File: src/design/csf_pkg.sv
package csf_pkg;

  ////////////////////////////////////////////////////////////////////////////
  // Register indexes; byte address is four times the index
  localparam int STAT_IDX = 3;
  localparam int CFG_IDX = 1;
  localparam int TMR_IDX = 2;

  ////////////////////////////////////////////////////////////////////////////
  // Status register field positions
  localparam int BIT_C = 0;
  localparam int BIT_DC = 1;
  localparam int BIT_Z = 2;
  localparam int BIT_PD = 3;
  localparam int BIT_TO = 4;
  localparam int BIT_RP0 = 5;
  localparam int BIT_RP1 = 6;
  localparam int BIT_IRP = 7;

  // Prescaler configuration field positions
  localparam int CFG_RATE_LSB = 0;
  localparam int CFG_ASSIGN_BIT = 3;

  ////////////////////////////////////////////////////////////////////////////
  // Reset values
  localparam logic [7:0] STAT_RESET = 8'h18;
  localparam logic [3:0] CFG_RESET = 4'hF;
  localparam logic [7:0] TMR_RESET = 8'h00;

  ////////////////////////////////////////////////////////////////////////////
  // Data memory geometry
  localparam int FILE_ADDR_W = 7;
  localparam int BANK_BYTES = 128;

  ////////////////////////////////////////////////////////////////////////////
  // Operations presented by the core
  typedef enum logic [3:0] {
    OP_NOP,
    OP_ADD,
    OP_SUB,
    OP_AND,
    OP_IOR,
    OP_XOR,
    OP_CLR,
    OP_INC,
    OP_DEC,
    OP_BSET,
    OP_BCLR,
    OP_SWAP,
    OP_MOVE,
    OP_WDCLR,
    OP_SLEEP
  } csf_op_type;

endpackage

File: src/design/csf_alu.sv
`timescale 1ns/1ns
module csf_alu (
  input wire csf_pkg::csf_op_type op,
  input wire logic [2:0] bit_sel,
  input wire logic [7:0] acc,
  input wire logic [7:0] opnd,
  output logic [7:0] result,
  output logic [2:0] flags,
  output logic [2:0] affect
);

  logic [8:0] add9;
  logic [4:0] add5;
  logic [8:0] sub9;
  logic [4:0] sub5;
  logic carry;
  logic nib_carry;

  assign add9 = {1'b0, opnd} + {1'b0, acc};
  assign add5 = {1'b0, opnd[3:0]} + {1'b0, acc[3:0]};
  // Subtract by adding the complement: carry out of one means no borrow
  assign sub9 = {1'b0, opnd} + {1'b0, ~acc} + 9'h001;
  assign sub5 = {1'b0, opnd[3:0]} + {1'b0, ~acc[3:0]} + 5'h01;

  always_comb begin
    result = opnd;
    carry = 1'b0;
    nib_carry = 1'b0;
    affect = 3'b000;
    case (op)
      csf_pkg::OP_ADD: begin
        result = add9[7:0];
        carry = add9[8];
        nib_carry = add5[4];
        affect = 3'b111;
      end
      csf_pkg::OP_SUB: begin
        result = sub9[7:0];
        carry = sub9[8];
        nib_carry = sub5[4];
        affect = 3'b111;
      end
      csf_pkg::OP_AND: begin
        result = acc & opnd;
        affect = 3'b100;
      end
      csf_pkg::OP_IOR: begin
        result = acc | opnd;
        affect = 3'b100;
      end
      csf_pkg::OP_XOR: begin
        result = acc ^ opnd;
        affect = 3'b100;
      end
      csf_pkg::OP_CLR: begin
        result = 8'h00;
        affect = 3'b100;
      end
      csf_pkg::OP_INC: begin
        result = opnd + 8'h01;
        affect = 3'b100;
      end
      csf_pkg::OP_DEC: begin
        result = opnd - 8'h01;
        affect = 3'b100;
      end
      csf_pkg::OP_BSET: result = opnd | (8'h01 << bit_sel);
      csf_pkg::OP_BCLR: result = opnd & ~(8'h01 << bit_sel);
      csf_pkg::OP_SWAP: result = {opnd[3:0], opnd[7:4]};
      csf_pkg::OP_MOVE: result = acc;
      default: result = opnd;
    endcase
  end

  assign flags = {result == 8'h00, nib_carry, carry};

endmodule

File: src/design/csf_prescaler.sv
`timescale 1ns/1ns
module csf_prescaler #(
  parameter int WIDTH = 8
) (
  input wire logic clock,
  input wire logic rst_n,
  input wire logic timer_tick,
  input wire logic wdt_tick,
  input wire logic assign_wdt,
  input wire logic [2:0] rate,
  input wire logic wdt_clear,
  output logic timer_inc,
  output logic wdt_inc
);

  logic [WIDTH-1:0] count_reg;
  logic timer_inc_reg;
  logic wdt_inc_reg;

  // Mask of low count bits that must all be one for a divided tick
  function automatic logic [WIDTH-1:0] ratio_mask(input logic [2:0] r, input logic extra);
    logic [WIDTH:0] one_hot;
    one_hot = (WIDTH+1)'(1) << ({1'b0, r} + {3'b000, extra});
    ratio_mask = one_hot[WIDTH-1:0] - WIDTH'(1);
  endfunction

  ////////////////////////////////////////////////////////////////////////////
  // One divider, fed by whichever user owns it
  wire src_tick = assign_wdt ? wdt_tick : timer_tick;
  wire [WIDTH-1:0] mask = ratio_mask(rate, ~assign_wdt);
  wire div_hit = src_tick & ((count_reg & mask) == mask);
  wire clear = wdt_clear & assign_wdt;
  // Timer goes 1:1 only while the divider is lent to the watchdog
  wire timer_next = assign_wdt ? timer_tick : div_hit;
  wire wdt_next = assign_wdt ? div_hit : wdt_tick;

  always_ff @(posedge clock or negedge rst_n) begin
    if (!rst_n) begin
      count_reg <= '0;
      timer_inc_reg <= 1'b0;
      wdt_inc_reg <= 1'b0;
    end else begin
      count_reg <= clear ? '0 : count_reg + WIDTH'(src_tick);
      timer_inc_reg <= timer_next;
      wdt_inc_reg <= wdt_next;
    end
  end

  assign timer_inc = timer_inc_reg;
  assign wdt_inc = wdt_inc_reg;

  ////////////////////////////////////////////////////////////////////////////
  property p_wdt_bypass;
    @(posedge clock) disable iff (!rst_n)
    (!assign_wdt && wdt_tick) |=> wdt_inc;
  endproperty
  a_wdt_bypass: assert property (p_wdt_bypass) else $error("watchdog tick lost");

  property p_timer_divides;
    @(posedge clock) disable iff (!rst_n)
    (!assign_wdt) ##1 (!assign_wdt && timer_inc && !clear) |=> !timer_inc;
  endproperty
  a_timer_divides: assert property (p_timer_divides) else $error("timer not divided");

  property p_timer_direct;
    @(posedge clock) disable iff (!rst_n)
    (assign_wdt && timer_tick) |=> timer_inc;
  endproperty
  a_timer_direct: assert property (p_timer_direct) else $error("timer not 1:1");

endmodule

File: src/design/csf_status_reg.sv
`timescale 1ns/1ns
// How it works
// - Any instruction may target the status register
// - Flag-updating ops ignore written flag bits
// - Those flags come from the operation's logic
// - Watchdog and sleep flags are read-only
// - Clear op zeroes top three, sets zero
// - Subtract carries are inverted borrows
// - One prescaler, owned by timer or watchdog
// - Timer runs 1:1 only with watchdog ownership
// - Bank bits extend the 128-byte bank address
// - Status decoded at same offset every bank
module csf_status_reg #(
  parameter int ADDR_W = 8,
  parameter int PRESC_W = 8,
  parameter int WDT_W = 8
) (
  input wire logic clock,
  input wire logic rst_n,
  input wire logic psel,
  input wire logic penable,
  input wire logic pwrite,
  input wire logic [ADDR_W-1:0] paddr,
  input wire logic [31:0] pwdata,
  output logic [31:0] prdata,
  output logic pready,
  output logic pslverr,
  input wire logic exec_valid,
  input wire csf_pkg::csf_op_type exec_op,
  input wire logic [csf_pkg::FILE_ADDR_W-1:0] exec_file_addr,
  input wire logic [2:0] exec_bit,
  input wire logic exec_to_file,
  input wire logic [7:0] exec_acc,
  input wire logic [7:0] exec_file_data,
  input wire logic [7:0] fsr_value,
  input wire logic timer_tick,
  input wire logic wdt_tick,
  output logic [7:0] result,
  output logic result_valid,
  output logic result_to_file,
  output logic [csf_pkg::FILE_ADDR_W+1:0] direct_addr,
  output logic [8:0] indirect_addr,
  output logic [7:0] alu_flags_and_bank_select,
  output logic [7:0] timer_zero,
  output logic watchdog_expired
);

  localparam logic [ADDR_W-1:0] STAT_ADDR = ADDR_W'(4 * csf_pkg::STAT_IDX);
  localparam logic [ADDR_W-1:0] CFG_ADDR = ADDR_W'(4 * csf_pkg::CFG_IDX);
  localparam logic [ADDR_W-1:0] TMR_ADDR = ADDR_W'(4 * csf_pkg::TMR_IDX);

  // Status sits at the same offset in every bank, whatever the bank bits
  function automatic logic is_status_file(input logic [csf_pkg::FILE_ADDR_W-1:0] a);
    is_status_file = (a == csf_pkg::FILE_ADDR_W'(csf_pkg::STAT_IDX));
  endfunction

  logic [7:0] status_reg;
  logic [3:0] cfg_reg;
  logic [7:0] tmr_reg;
  logic [WDT_W-1:0] wdt_cnt_reg;
  logic wdt_expire_reg;
  logic [31:0] prdata_reg;
  logic pready_reg;
  logic pslverr_reg;
  logic [7:0] result_reg;
  logic result_valid_reg;
  logic result_to_file_reg;
  logic [csf_pkg::FILE_ADDR_W+1:0] direct_addr_reg;
  logic [8:0] indirect_addr_reg;
  logic [7:0] alu_result;
  logic [2:0] alu_flag;
  logic [2:0] alu_affect;
  logic timer_inc;
  logic wdt_inc;

  ////////////////////////////////////////////////////////////////////////////
  // APB decode
  wire setup = psel & ~penable;
  wire wr_acc = psel & penable & pwrite & pready_reg;
  wire hit_stat = (paddr == STAT_ADDR);
  wire hit_cfg = (paddr == CFG_ADDR);
  wire hit_tmr = (paddr == TMR_ADDR);
  wire mapped = hit_stat | hit_cfg | hit_tmr;
  wire [31:0] rd_mux = hit_stat ? {24'h000000, status_reg} :
                       hit_cfg ? {28'h0000000, cfg_reg} :
                       hit_tmr ? {24'h000000, tmr_reg} : 32'h00000000;
  wire apb_stat_wr = wr_acc & hit_stat;
  wire apb_cfg_wr = wr_acc & hit_cfg;

  ////////////////////////////////////////////////////////////////////////////
  // Operation and flag logic
  wire op_is_stat = is_status_file(exec_file_addr);
  wire [7:0] opnd = op_is_stat ? status_reg : exec_file_data;

  csf_alu u_alu (
    .op(exec_op),
    .bit_sel(exec_bit),
    .acc(exec_acc),
    .opnd(opnd),
    .result(alu_result),
    .flags(alu_flag),
    .affect(alu_affect)
  );

  wire exec_hit = exec_valid & exec_to_file & op_is_stat;
  wire collide = exec_hit & (|alu_affect);
  wire wr_any = exec_hit | apb_stat_wr;
  wire [7:0] wr_data = exec_hit ? alu_result : pwdata[7:0];
  wire [2:0] upper_next = wr_any ? wr_data[7:5] : status_reg[7:5];
  // A flag-updating op never stores its result into the flag bits
  wire [2:0] flag_base = (wr_any & ~collide) ? wr_data[2:0] : status_reg[2:0];
  wire [2:0] flag_mask = exec_valid ? alu_affect : 3'b000;
  wire [2:0] flag_next = (alu_flag & flag_mask) | (flag_base & ~flag_mask);

  ////////////////////////////////////////////////////////////////////////////
  // Watchdog and sleep flags: events only, never the written data
  wire op_wdclr = exec_valid & (exec_op == csf_pkg::OP_WDCLR);
  wire op_sleep = exec_valid & (exec_op == csf_pkg::OP_SLEEP);
  wire wdt_clear = op_wdclr | op_sleep;
  wire wdt_expire = wdt_inc & (&wdt_cnt_reg) & ~wdt_clear;
  wire to_next = wdt_expire_reg ? 1'b0 :
                 wdt_clear ? 1'b1 : status_reg[csf_pkg::BIT_TO];
  wire pd_next = op_wdclr ? 1'b1 :
                 op_sleep ? 1'b0 : status_reg[csf_pkg::BIT_PD];
  wire [7:0] status_next = {upper_next, to_next, pd_next, flag_next};
  wire [WDT_W-1:0] wdt_cnt_next = wdt_clear ? '0 : wdt_cnt_reg + WDT_W'(wdt_inc);

  ////////////////////////////////////////////////////////////////////////////
  // Shared prescaler
  csf_prescaler #(
    .WIDTH(PRESC_W)
  ) u_prescaler (
    .clock(clock),
    .rst_n(rst_n),
    .timer_tick(timer_tick),
    .wdt_tick(wdt_tick),
    .assign_wdt(cfg_reg[csf_pkg::CFG_ASSIGN_BIT]),
    .rate(cfg_reg[csf_pkg::CFG_RATE_LSB +: 3]),
    .wdt_clear(wdt_clear),
    .timer_inc(timer_inc),
    .wdt_inc(wdt_inc)
  );

  ////////////////////////////////////////////////////////////////////////////
  // Bank addressing: 7-bit field plus two bank bits spans four 128-byte banks
  wire [csf_pkg::FILE_ADDR_W+1:0] direct_next =
    {status_reg[csf_pkg::BIT_RP1], status_reg[csf_pkg::BIT_RP0], exec_file_addr};
  wire [8:0] indirect_next = {status_reg[csf_pkg::BIT_IRP], fsr_value};

  ////////////////////////////////////////////////////////////////////////////
  // Registers
  always_ff @(posedge clock or negedge rst_n) begin
    if (!rst_n) begin
      status_reg <= csf_pkg::STAT_RESET;
      cfg_reg <= csf_pkg::CFG_RESET;
      tmr_reg <= csf_pkg::TMR_RESET;
      wdt_cnt_reg <= '0;
      wdt_expire_reg <= 1'b0;
    end else begin
      status_reg <= status_next;
      cfg_reg <= apb_cfg_wr ? pwdata[3:0] : cfg_reg;
      tmr_reg <= tmr_reg + 8'(timer_inc);
      wdt_cnt_reg <= wdt_cnt_next;
      wdt_expire_reg <= wdt_expire;
    end
  end

  always_ff @(posedge clock or negedge rst_n) begin
    if (!rst_n) begin
      prdata_reg <= 32'h00000000;
      pready_reg <= 1'b0;
      pslverr_reg <= 1'b0;
    end else begin
      prdata_reg <= setup ? rd_mux : prdata_reg;
      pready_reg <= 1'b1;
      pslverr_reg <= setup ? ~mapped : pslverr_reg;
    end
  end

  always_ff @(posedge clock or negedge rst_n) begin
    if (!rst_n) begin
      result_reg <= 8'h00;
      result_valid_reg <= 1'b0;
      result_to_file_reg <= 1'b0;
      direct_addr_reg <= '0;
      indirect_addr_reg <= 9'h000;
    end else begin
      result_reg <= exec_valid ? alu_result : result_reg;
      result_valid_reg <= exec_valid;
      result_to_file_reg <= exec_valid & exec_to_file & ~op_is_stat;
      direct_addr_reg <= exec_valid ? direct_next : direct_addr_reg;
      indirect_addr_reg <= indirect_next;
    end
  end

  assign prdata = prdata_reg;
  assign pready = pready_reg;
  assign pslverr = pslverr_reg;
  assign result = result_reg;
  assign result_valid = result_valid_reg;
  assign result_to_file = result_to_file_reg;
  assign direct_addr = direct_addr_reg;
  assign indirect_addr = indirect_addr_reg;
  assign alu_flags_and_bank_select = status_reg;
  assign timer_zero = tmr_reg;
  assign watchdog_expired = wdt_expire_reg;

  ////////////////////////////////////////////////////////////////////////////
  // Checks
  property p_flag_write_blocked;
    @(posedge clock) disable iff (!rst_n)
    (collide && !alu_affect[1]) |=> status_reg[1] == $past(status_reg[1]);
  endproperty
  a_flag_write_blocked: assert property (p_flag_write_blocked)
    else $error("written value reached a flag");

  property p_flag_from_logic;
    @(posedge clock) disable iff (!rst_n)
    (exec_valid && alu_affect[2]) |=> status_reg[csf_pkg::BIT_Z] == $past(alu_flag[2]);
  endproperty
  a_flag_from_logic: assert property (p_flag_from_logic)
    else $error("zero flag not from logic");

  property p_ro_flags;
    @(posedge clock) disable iff (!rst_n)
    (apb_stat_wr && !exec_valid && !wdt_expire_reg) |=> $stable(status_reg[4:3]);
  endproperty
  a_ro_flags: assert property (p_ro_flags)
    else $error("software changed read-only flag");

  property p_clear_status;
    @(posedge clock) disable iff (!rst_n)
    (exec_hit && exec_op == csf_pkg::OP_CLR && !wdt_expire_reg)
      |=> status_reg[7:5] == 3'b000 && status_reg[2] && $stable(status_reg[4:3])
          && status_reg[1:0] == $past(status_reg[1:0]);
  endproperty
  a_clear_status: assert property (p_clear_status)
    else $error("clear of status wrong");

  property p_borrow;
    @(posedge clock) disable iff (!rst_n)
    (exec_valid && exec_op == csf_pkg::OP_SUB)
      |=> status_reg[csf_pkg::BIT_C] == ($past(opnd) >= $past(exec_acc));
  endproperty
  a_borrow: assert property (p_borrow)
    else $error("borrow polarity wrong");

  property p_direct_bank;
    @(posedge clock) disable iff (!rst_n)
    exec_valid |=> direct_addr == {$past(status_reg[6:5]), $past(exec_file_addr)};
  endproperty
  a_direct_bank: assert property (p_direct_bank)
    else $error("direct address wrong");

  property p_any_bank_move;
    @(posedge clock) disable iff (!rst_n)
    (exec_valid && exec_to_file && exec_op == csf_pkg::OP_MOVE && op_is_stat)
      |=> status_reg[7:5] == $past(exec_acc[7:5]) && status_reg[2:0] == $past(exec_acc[2:0]);
  endproperty
  a_any_bank_move: assert property (p_any_bank_move)
    else $error("status move lost");

  property p_sleep_flags;
    @(posedge clock) disable iff (!rst_n)
    (op_sleep && !wdt_expire_reg) |=> status_reg[csf_pkg::BIT_TO] && !status_reg[csf_pkg::BIT_PD];
  endproperty
  a_sleep_flags: assert property (p_sleep_flags)
    else $error("sleep flags wrong");

  property p_expiry_clears;
    @(posedge clock) disable iff (!rst_n)
    wdt_expire |=> watchdog_expired ##1 !status_reg[csf_pkg::BIT_TO];
  endproperty
  a_expiry_clears: assert property (p_expiry_clears)
    else $error("expiry flag not cleared");

  property p_wdclr_flags;
    @(posedge clock) disable iff (!rst_n)
    (op_wdclr && !wdt_expire_reg) |=> status_reg[csf_pkg::BIT_TO] && status_reg[csf_pkg::BIT_PD];
  endproperty
  a_wdclr_flags: assert property (p_wdclr_flags)
    else $error("watchdog clear flags wrong");

  property p_apb_status_write;
    @(posedge clock) disable iff (!rst_n)
    (apb_stat_wr && !exec_valid)
      |=> status_reg[7:5] == $past(pwdata[7:5]) && status_reg[2:0] == $past(pwdata[2:0]);
  endproperty
  a_apb_status_write: assert property (p_apb_status_write)
    else $error("software status write lost");

  property p_status_not_external;
    @(posedge clock) disable iff (!rst_n)
    (exec_valid && exec_to_file && op_is_stat) |=> !result_to_file;
  endproperty
  a_status_not_external: assert property (p_status_not_external)
    else $error("status write sent to file memory");

  property p_timer_count;
    @(posedge clock) disable iff (!rst_n)
    timer_inc |=> timer_zero == $past(timer_zero) + 8'h01;
  endproperty
  a_timer_count: assert property (p_timer_count)
    else $error("timer did not count");

  property p_indirect_bank;
    @(posedge clock) disable iff (!rst_n)
    1'b1 |=> indirect_addr == {$past(status_reg[csf_pkg::BIT_IRP]), $past(fsr_value)};
  endproperty
  a_indirect_bank: assert property (p_indirect_bank)
    else $error("indirect address wrong");

  c_collide: cover property (@(posedge clock) disable iff (!rst_n) collide);
  c_clear: cover property (@(posedge clock) disable iff (!rst_n)
    exec_hit && exec_op == csf_pkg::OP_CLR);
  c_sleep: cover property (@(posedge clock) disable iff (!rst_n) op_sleep);
  c_expire: cover property (@(posedge clock) disable iff (!rst_n) wdt_expire_reg);

endmodule

File: config.mk
export PLATFORM = sky130hd
export DESIGN_NAME = csf_status_reg
export DESIGN_NICKNAME = d
export VERILOG_FILES = /design/src/design/csf_pkg.sv /design/src/design/csf_alu.sv /design/src/design/csf_prescaler.sv /design/src/design/csf_status_reg.sv
export SDC_FILE = /design/constraint.sdc
export NUM_CORES = 1
export LEC_CHECK = 0
export BUFFER_PORTS_ARGS = -buffer_cell sky130_fd_sc_hd__buf_2
export CAP_MARGIN = 30
export CORE_ASPECT_RATIO = 0.9
export CORE_MARGIN = 8
export CORE_UTILIZATION = 32
export DETAILED_ROUTE_END_ITERATION = 8
export MAX_ROUTING_LAYER = met4
export PLACE_DENSITY = 0.63
export SYNTH_ARGS = -nofsm -noshare
export SYNTH_HDL_FRONTEND = slang
export SYNTH_SLANG_ARGS = --single-unit
File: constraint.sdc
create_clock -name clock -period 4.5 [get_ports clock]
set_clock_uncertainty 0.15 [all_clocks]
set_input_delay 0.225 -clock clock [delete_from_list [all_inputs] [get_ports clock]]
set_output_delay 0.225 -clock clock [all_outputs]
set_load 0.02 [all_outputs]
==> results.json <==
{
  "rsz0062_at_grt": "no",
  "utilization_pct": 40.55,
  "worstSetupPathType": "in -> reg",
  "drt_iter0_markers": 449,
  "arrival_ns": 4.37,
  "cts_tree": "done",
  "cp_num_buf_inv": 4,
  "end_kind": "flip-flop",
  "ys_ff_latch": 77,
  "period_share_pct": 95.64,
  "cts-root-buf": "clkbuf_16",
  "cts.sinks": 77,
  "drive_gt1_share_pct": 26.50,
  "status": "completed",
  "synth_seq_area_share_pct": 33.72,
  "crit_chain": "dlygate4sd3_1, buf_2, or4_4, nor2_4, mux2_2, ha_2, inv_1, a2111oi_2, buf_4, o221ai_1, xnor2_1, a211o_1, o31ai_2, a22oi_2, mux2_2",
  "cts_buffers": 9,
  "cpMaxStageDelayCell": "dlygate4sd3_1",
  "min_path_type": "in -> reg",
  "remaining_drc_errors": 0,
  "synth.top_cell.area_share_pct": 30.97,
  "htreeDepth": 3,
  "drt_first_pass_iters": 5,
  "core.rowCount": 46,
  "min_period_ns": 4.304,
  "grt_usage_pct": 16.64,
  "route.vias.total": 5391,
  "startpoint": "exec_file_addr[4]",
  "syn_to_final_growth_pct": 24.49,
  "syn_area_per_cell_sq_um": 9.077,
  "final_nets": 899,
  "die_h_um": 143.0,
  "core_area_sq_um": 17610,
  "grt_pass1_vias": 5115,
  "max_slew.worst_pin.slew_ns": 0.9289,
  "crit_family": "compound AO/OA/AOI/OAI gates",
  "gp_congestion": 0.9843,
  "power.total_mw": 2.379,
  "netlist_top_cells_count": "dfrtp_1 (71), nor2_1 (49), nand2_1 (44), a21oi_1 (36), ha_1 (33)",
  "grt_pass1_wl_mm": 28.37,
  "clkLatencyLatePin_ns": 0.33,
  "critPathMaxStageDelay_ns": 0.53,
  "wl_mm": 18.49,
  "hold_violations": 0,
  "grt_overflow": 0,
  "syn-cell-area_sq_um": 5737,
  "setup_violations": 0,
  "portBuffers": 116,
  "clk_pin_slew_ns": 0.06,
  "min_from": "exec_file_addr[1]",
  "antenna_left": 0,
  "fp.dieW_um": 157.1,
  "async_flop_share_pct": 100.0,
  "start_util_pct": 32.57,
  "power.density_nw_per_um2": 333.2,
  "yosys-top-cells-area": "dfrtp_1 (31%), ha_1 (7.2%), mux2_2 (4.9%)",
  "report.final.slew_viol_count": 0,
  "seq_area_sq_um": 1934,
  "wire_per_inst_um": 18.09,
  "yosys_warnings": 0,
  "grt_start_max_net_pins": 78,
  "fillers": 1844,
  "avgViaCountPerCell": 5.275,
  "synthFlopType": "dfrtp_1",
  "antenna_found_initial": 1,
  "cpMostUsedCell": "mux2_2",
  "synthDistinctLibCells": 71,
  "synth_edf_count": 0,
  "vdd_drop_max_mv": 0.2218,
  "multi_input_area_sq_um": 3546,
  "ios": 166,
  "die-area_sq_um": 22470,
  "dp_hpwl_mm": 14.45,
  "relSlewSlack_pct": 37.60,
  "worstPathRequired_ns": 4.57,
  "syn_inst": 632,
  "crit_fanout": 7,
  "finalSetupTns_ns": 0,
  "synth.most_common_cell": "dfrtp_1",
  "max_freq_mhz": 232.4,
  "p_leak_nw": 3.305,
  "synth_area_leader_cell": "dfrtp_1",
  "cap_violations": 0,
  "clock_path_buffers": 2,
  "start_kind": "input pin"
}
-- worst paths after layout --
kind                                                     end  slack (ns)  cells after the start
worst min-delay path                          direct_addr[1]        0.01                      2
worst max register to register                     result[7]        1.13                     12
worst min register to register  alu_flags_and_bank_select[4]        0.23                      1
min in group asynchronous                   indirect_addr[4]        0.12                      2
max in group asynchronous       alu_flags_and_bank_select[3]        3.47                      3
worst max-delay path                               result[7]        0.20                     15
-- layer usage --
layer	vias up	GRT usage [%]	wire length, um
met5	-	-	0
met4	0	3.904	303
met3	20	2.961	1582
met2	248	23.97	7989
met1	2560	23.70	8617
li1	2563	-	-
-- where the power goes --
group / internal (mW) / total, mW / switching (mW)
registers: 0.819 / 0.945 / 0.126
clock network: 0.381 / 0.688 / 0.307
logic: 0.314 / 0.747 / 0.433
total: 1.51 / 2.38 / 0.865
-- logic make-up after synthesis --
logic type,after synthesis,synth area share [%]
XOR/XNOR,29,4.427
adder cells (fa/ha/maj),36,8.244
multiplexers,42,7.873
buffers and inverters,77,6.717
other,2,0.1309
AO/OA/AOI/OAI,165,20.04
flip-flops,77,33.72
AND/OR/NAND/NOR,204,18.84
-- area by class of cell --
cell class | instances | share of cell area (%)
multi-input combinational | 501 | 49.65
antenna | 1 | 0.03504
tap | 240 | 4.205
sequential | 77 | 27.08
timing repair buffer | 160 | 13.67
clock inverter | 7 | 0.7884
clock buffer | 9 | 3.153
inverter | 27 | 1.419
-- metrics by stage --
stage,std cells,hold WS [ns],cell area (sq um),setup slack (ns)
2_1_floorplan,655,-0.2206,5823,0.2666
3_3_place_gp,987,0.1828,6618,0.08245
3_5_place_dp,987,0.1846,6618,0.1835
4_1_cts,1020,0.001947,7069,0.01911
5_1_grt,1022,0.01558,7142,0.03641
6_report,1022,0.01244,7142,0.1964
-- layout by cell type, fill, tap and decap left out, types with 10 or more instances in the layout --
| master | synthesis | layout |
|---|---|---|
| buf_2 | 5 | 115 |
| dfrtp_1 | 71 | 71 |
| nor2_1 | 49 | 49 |
| nand2_1 | 44 | 44 |
| a21oi_1 | 36 | 35 |
| ha_1 | 33 | 32 |
| o21ai_0 | 30 | 30 |
| inv_1 | 27 | 27 |
| buf_4 | 24 | 27 |
| mux2_2 | 25 | 25 |
| conb_1 | 2 | 25 |
| dlygate4sd3_1 | 0 | 17 |
| nand3_1 | 16 | 16 |
| xor2_1 | 16 | 16 |
| nor3_1 | 15 | 15 |
| mux2i_1 | 17 | 15 |
| xnor2_1 | 13 | 13 |
| nor2b_1 | 13 | 13 |
| nand2b_1 | 10 | 10 |
-- timing repair --
item	in CTS	in global routing
resized for setup	0	11
setup buffers	0	0
endpoints found under the hold margin	87	0
endpoints found under the setup margin	0	3
hold buffers	17	0
No activity file was read; power rests on OpenSTA's default activity.
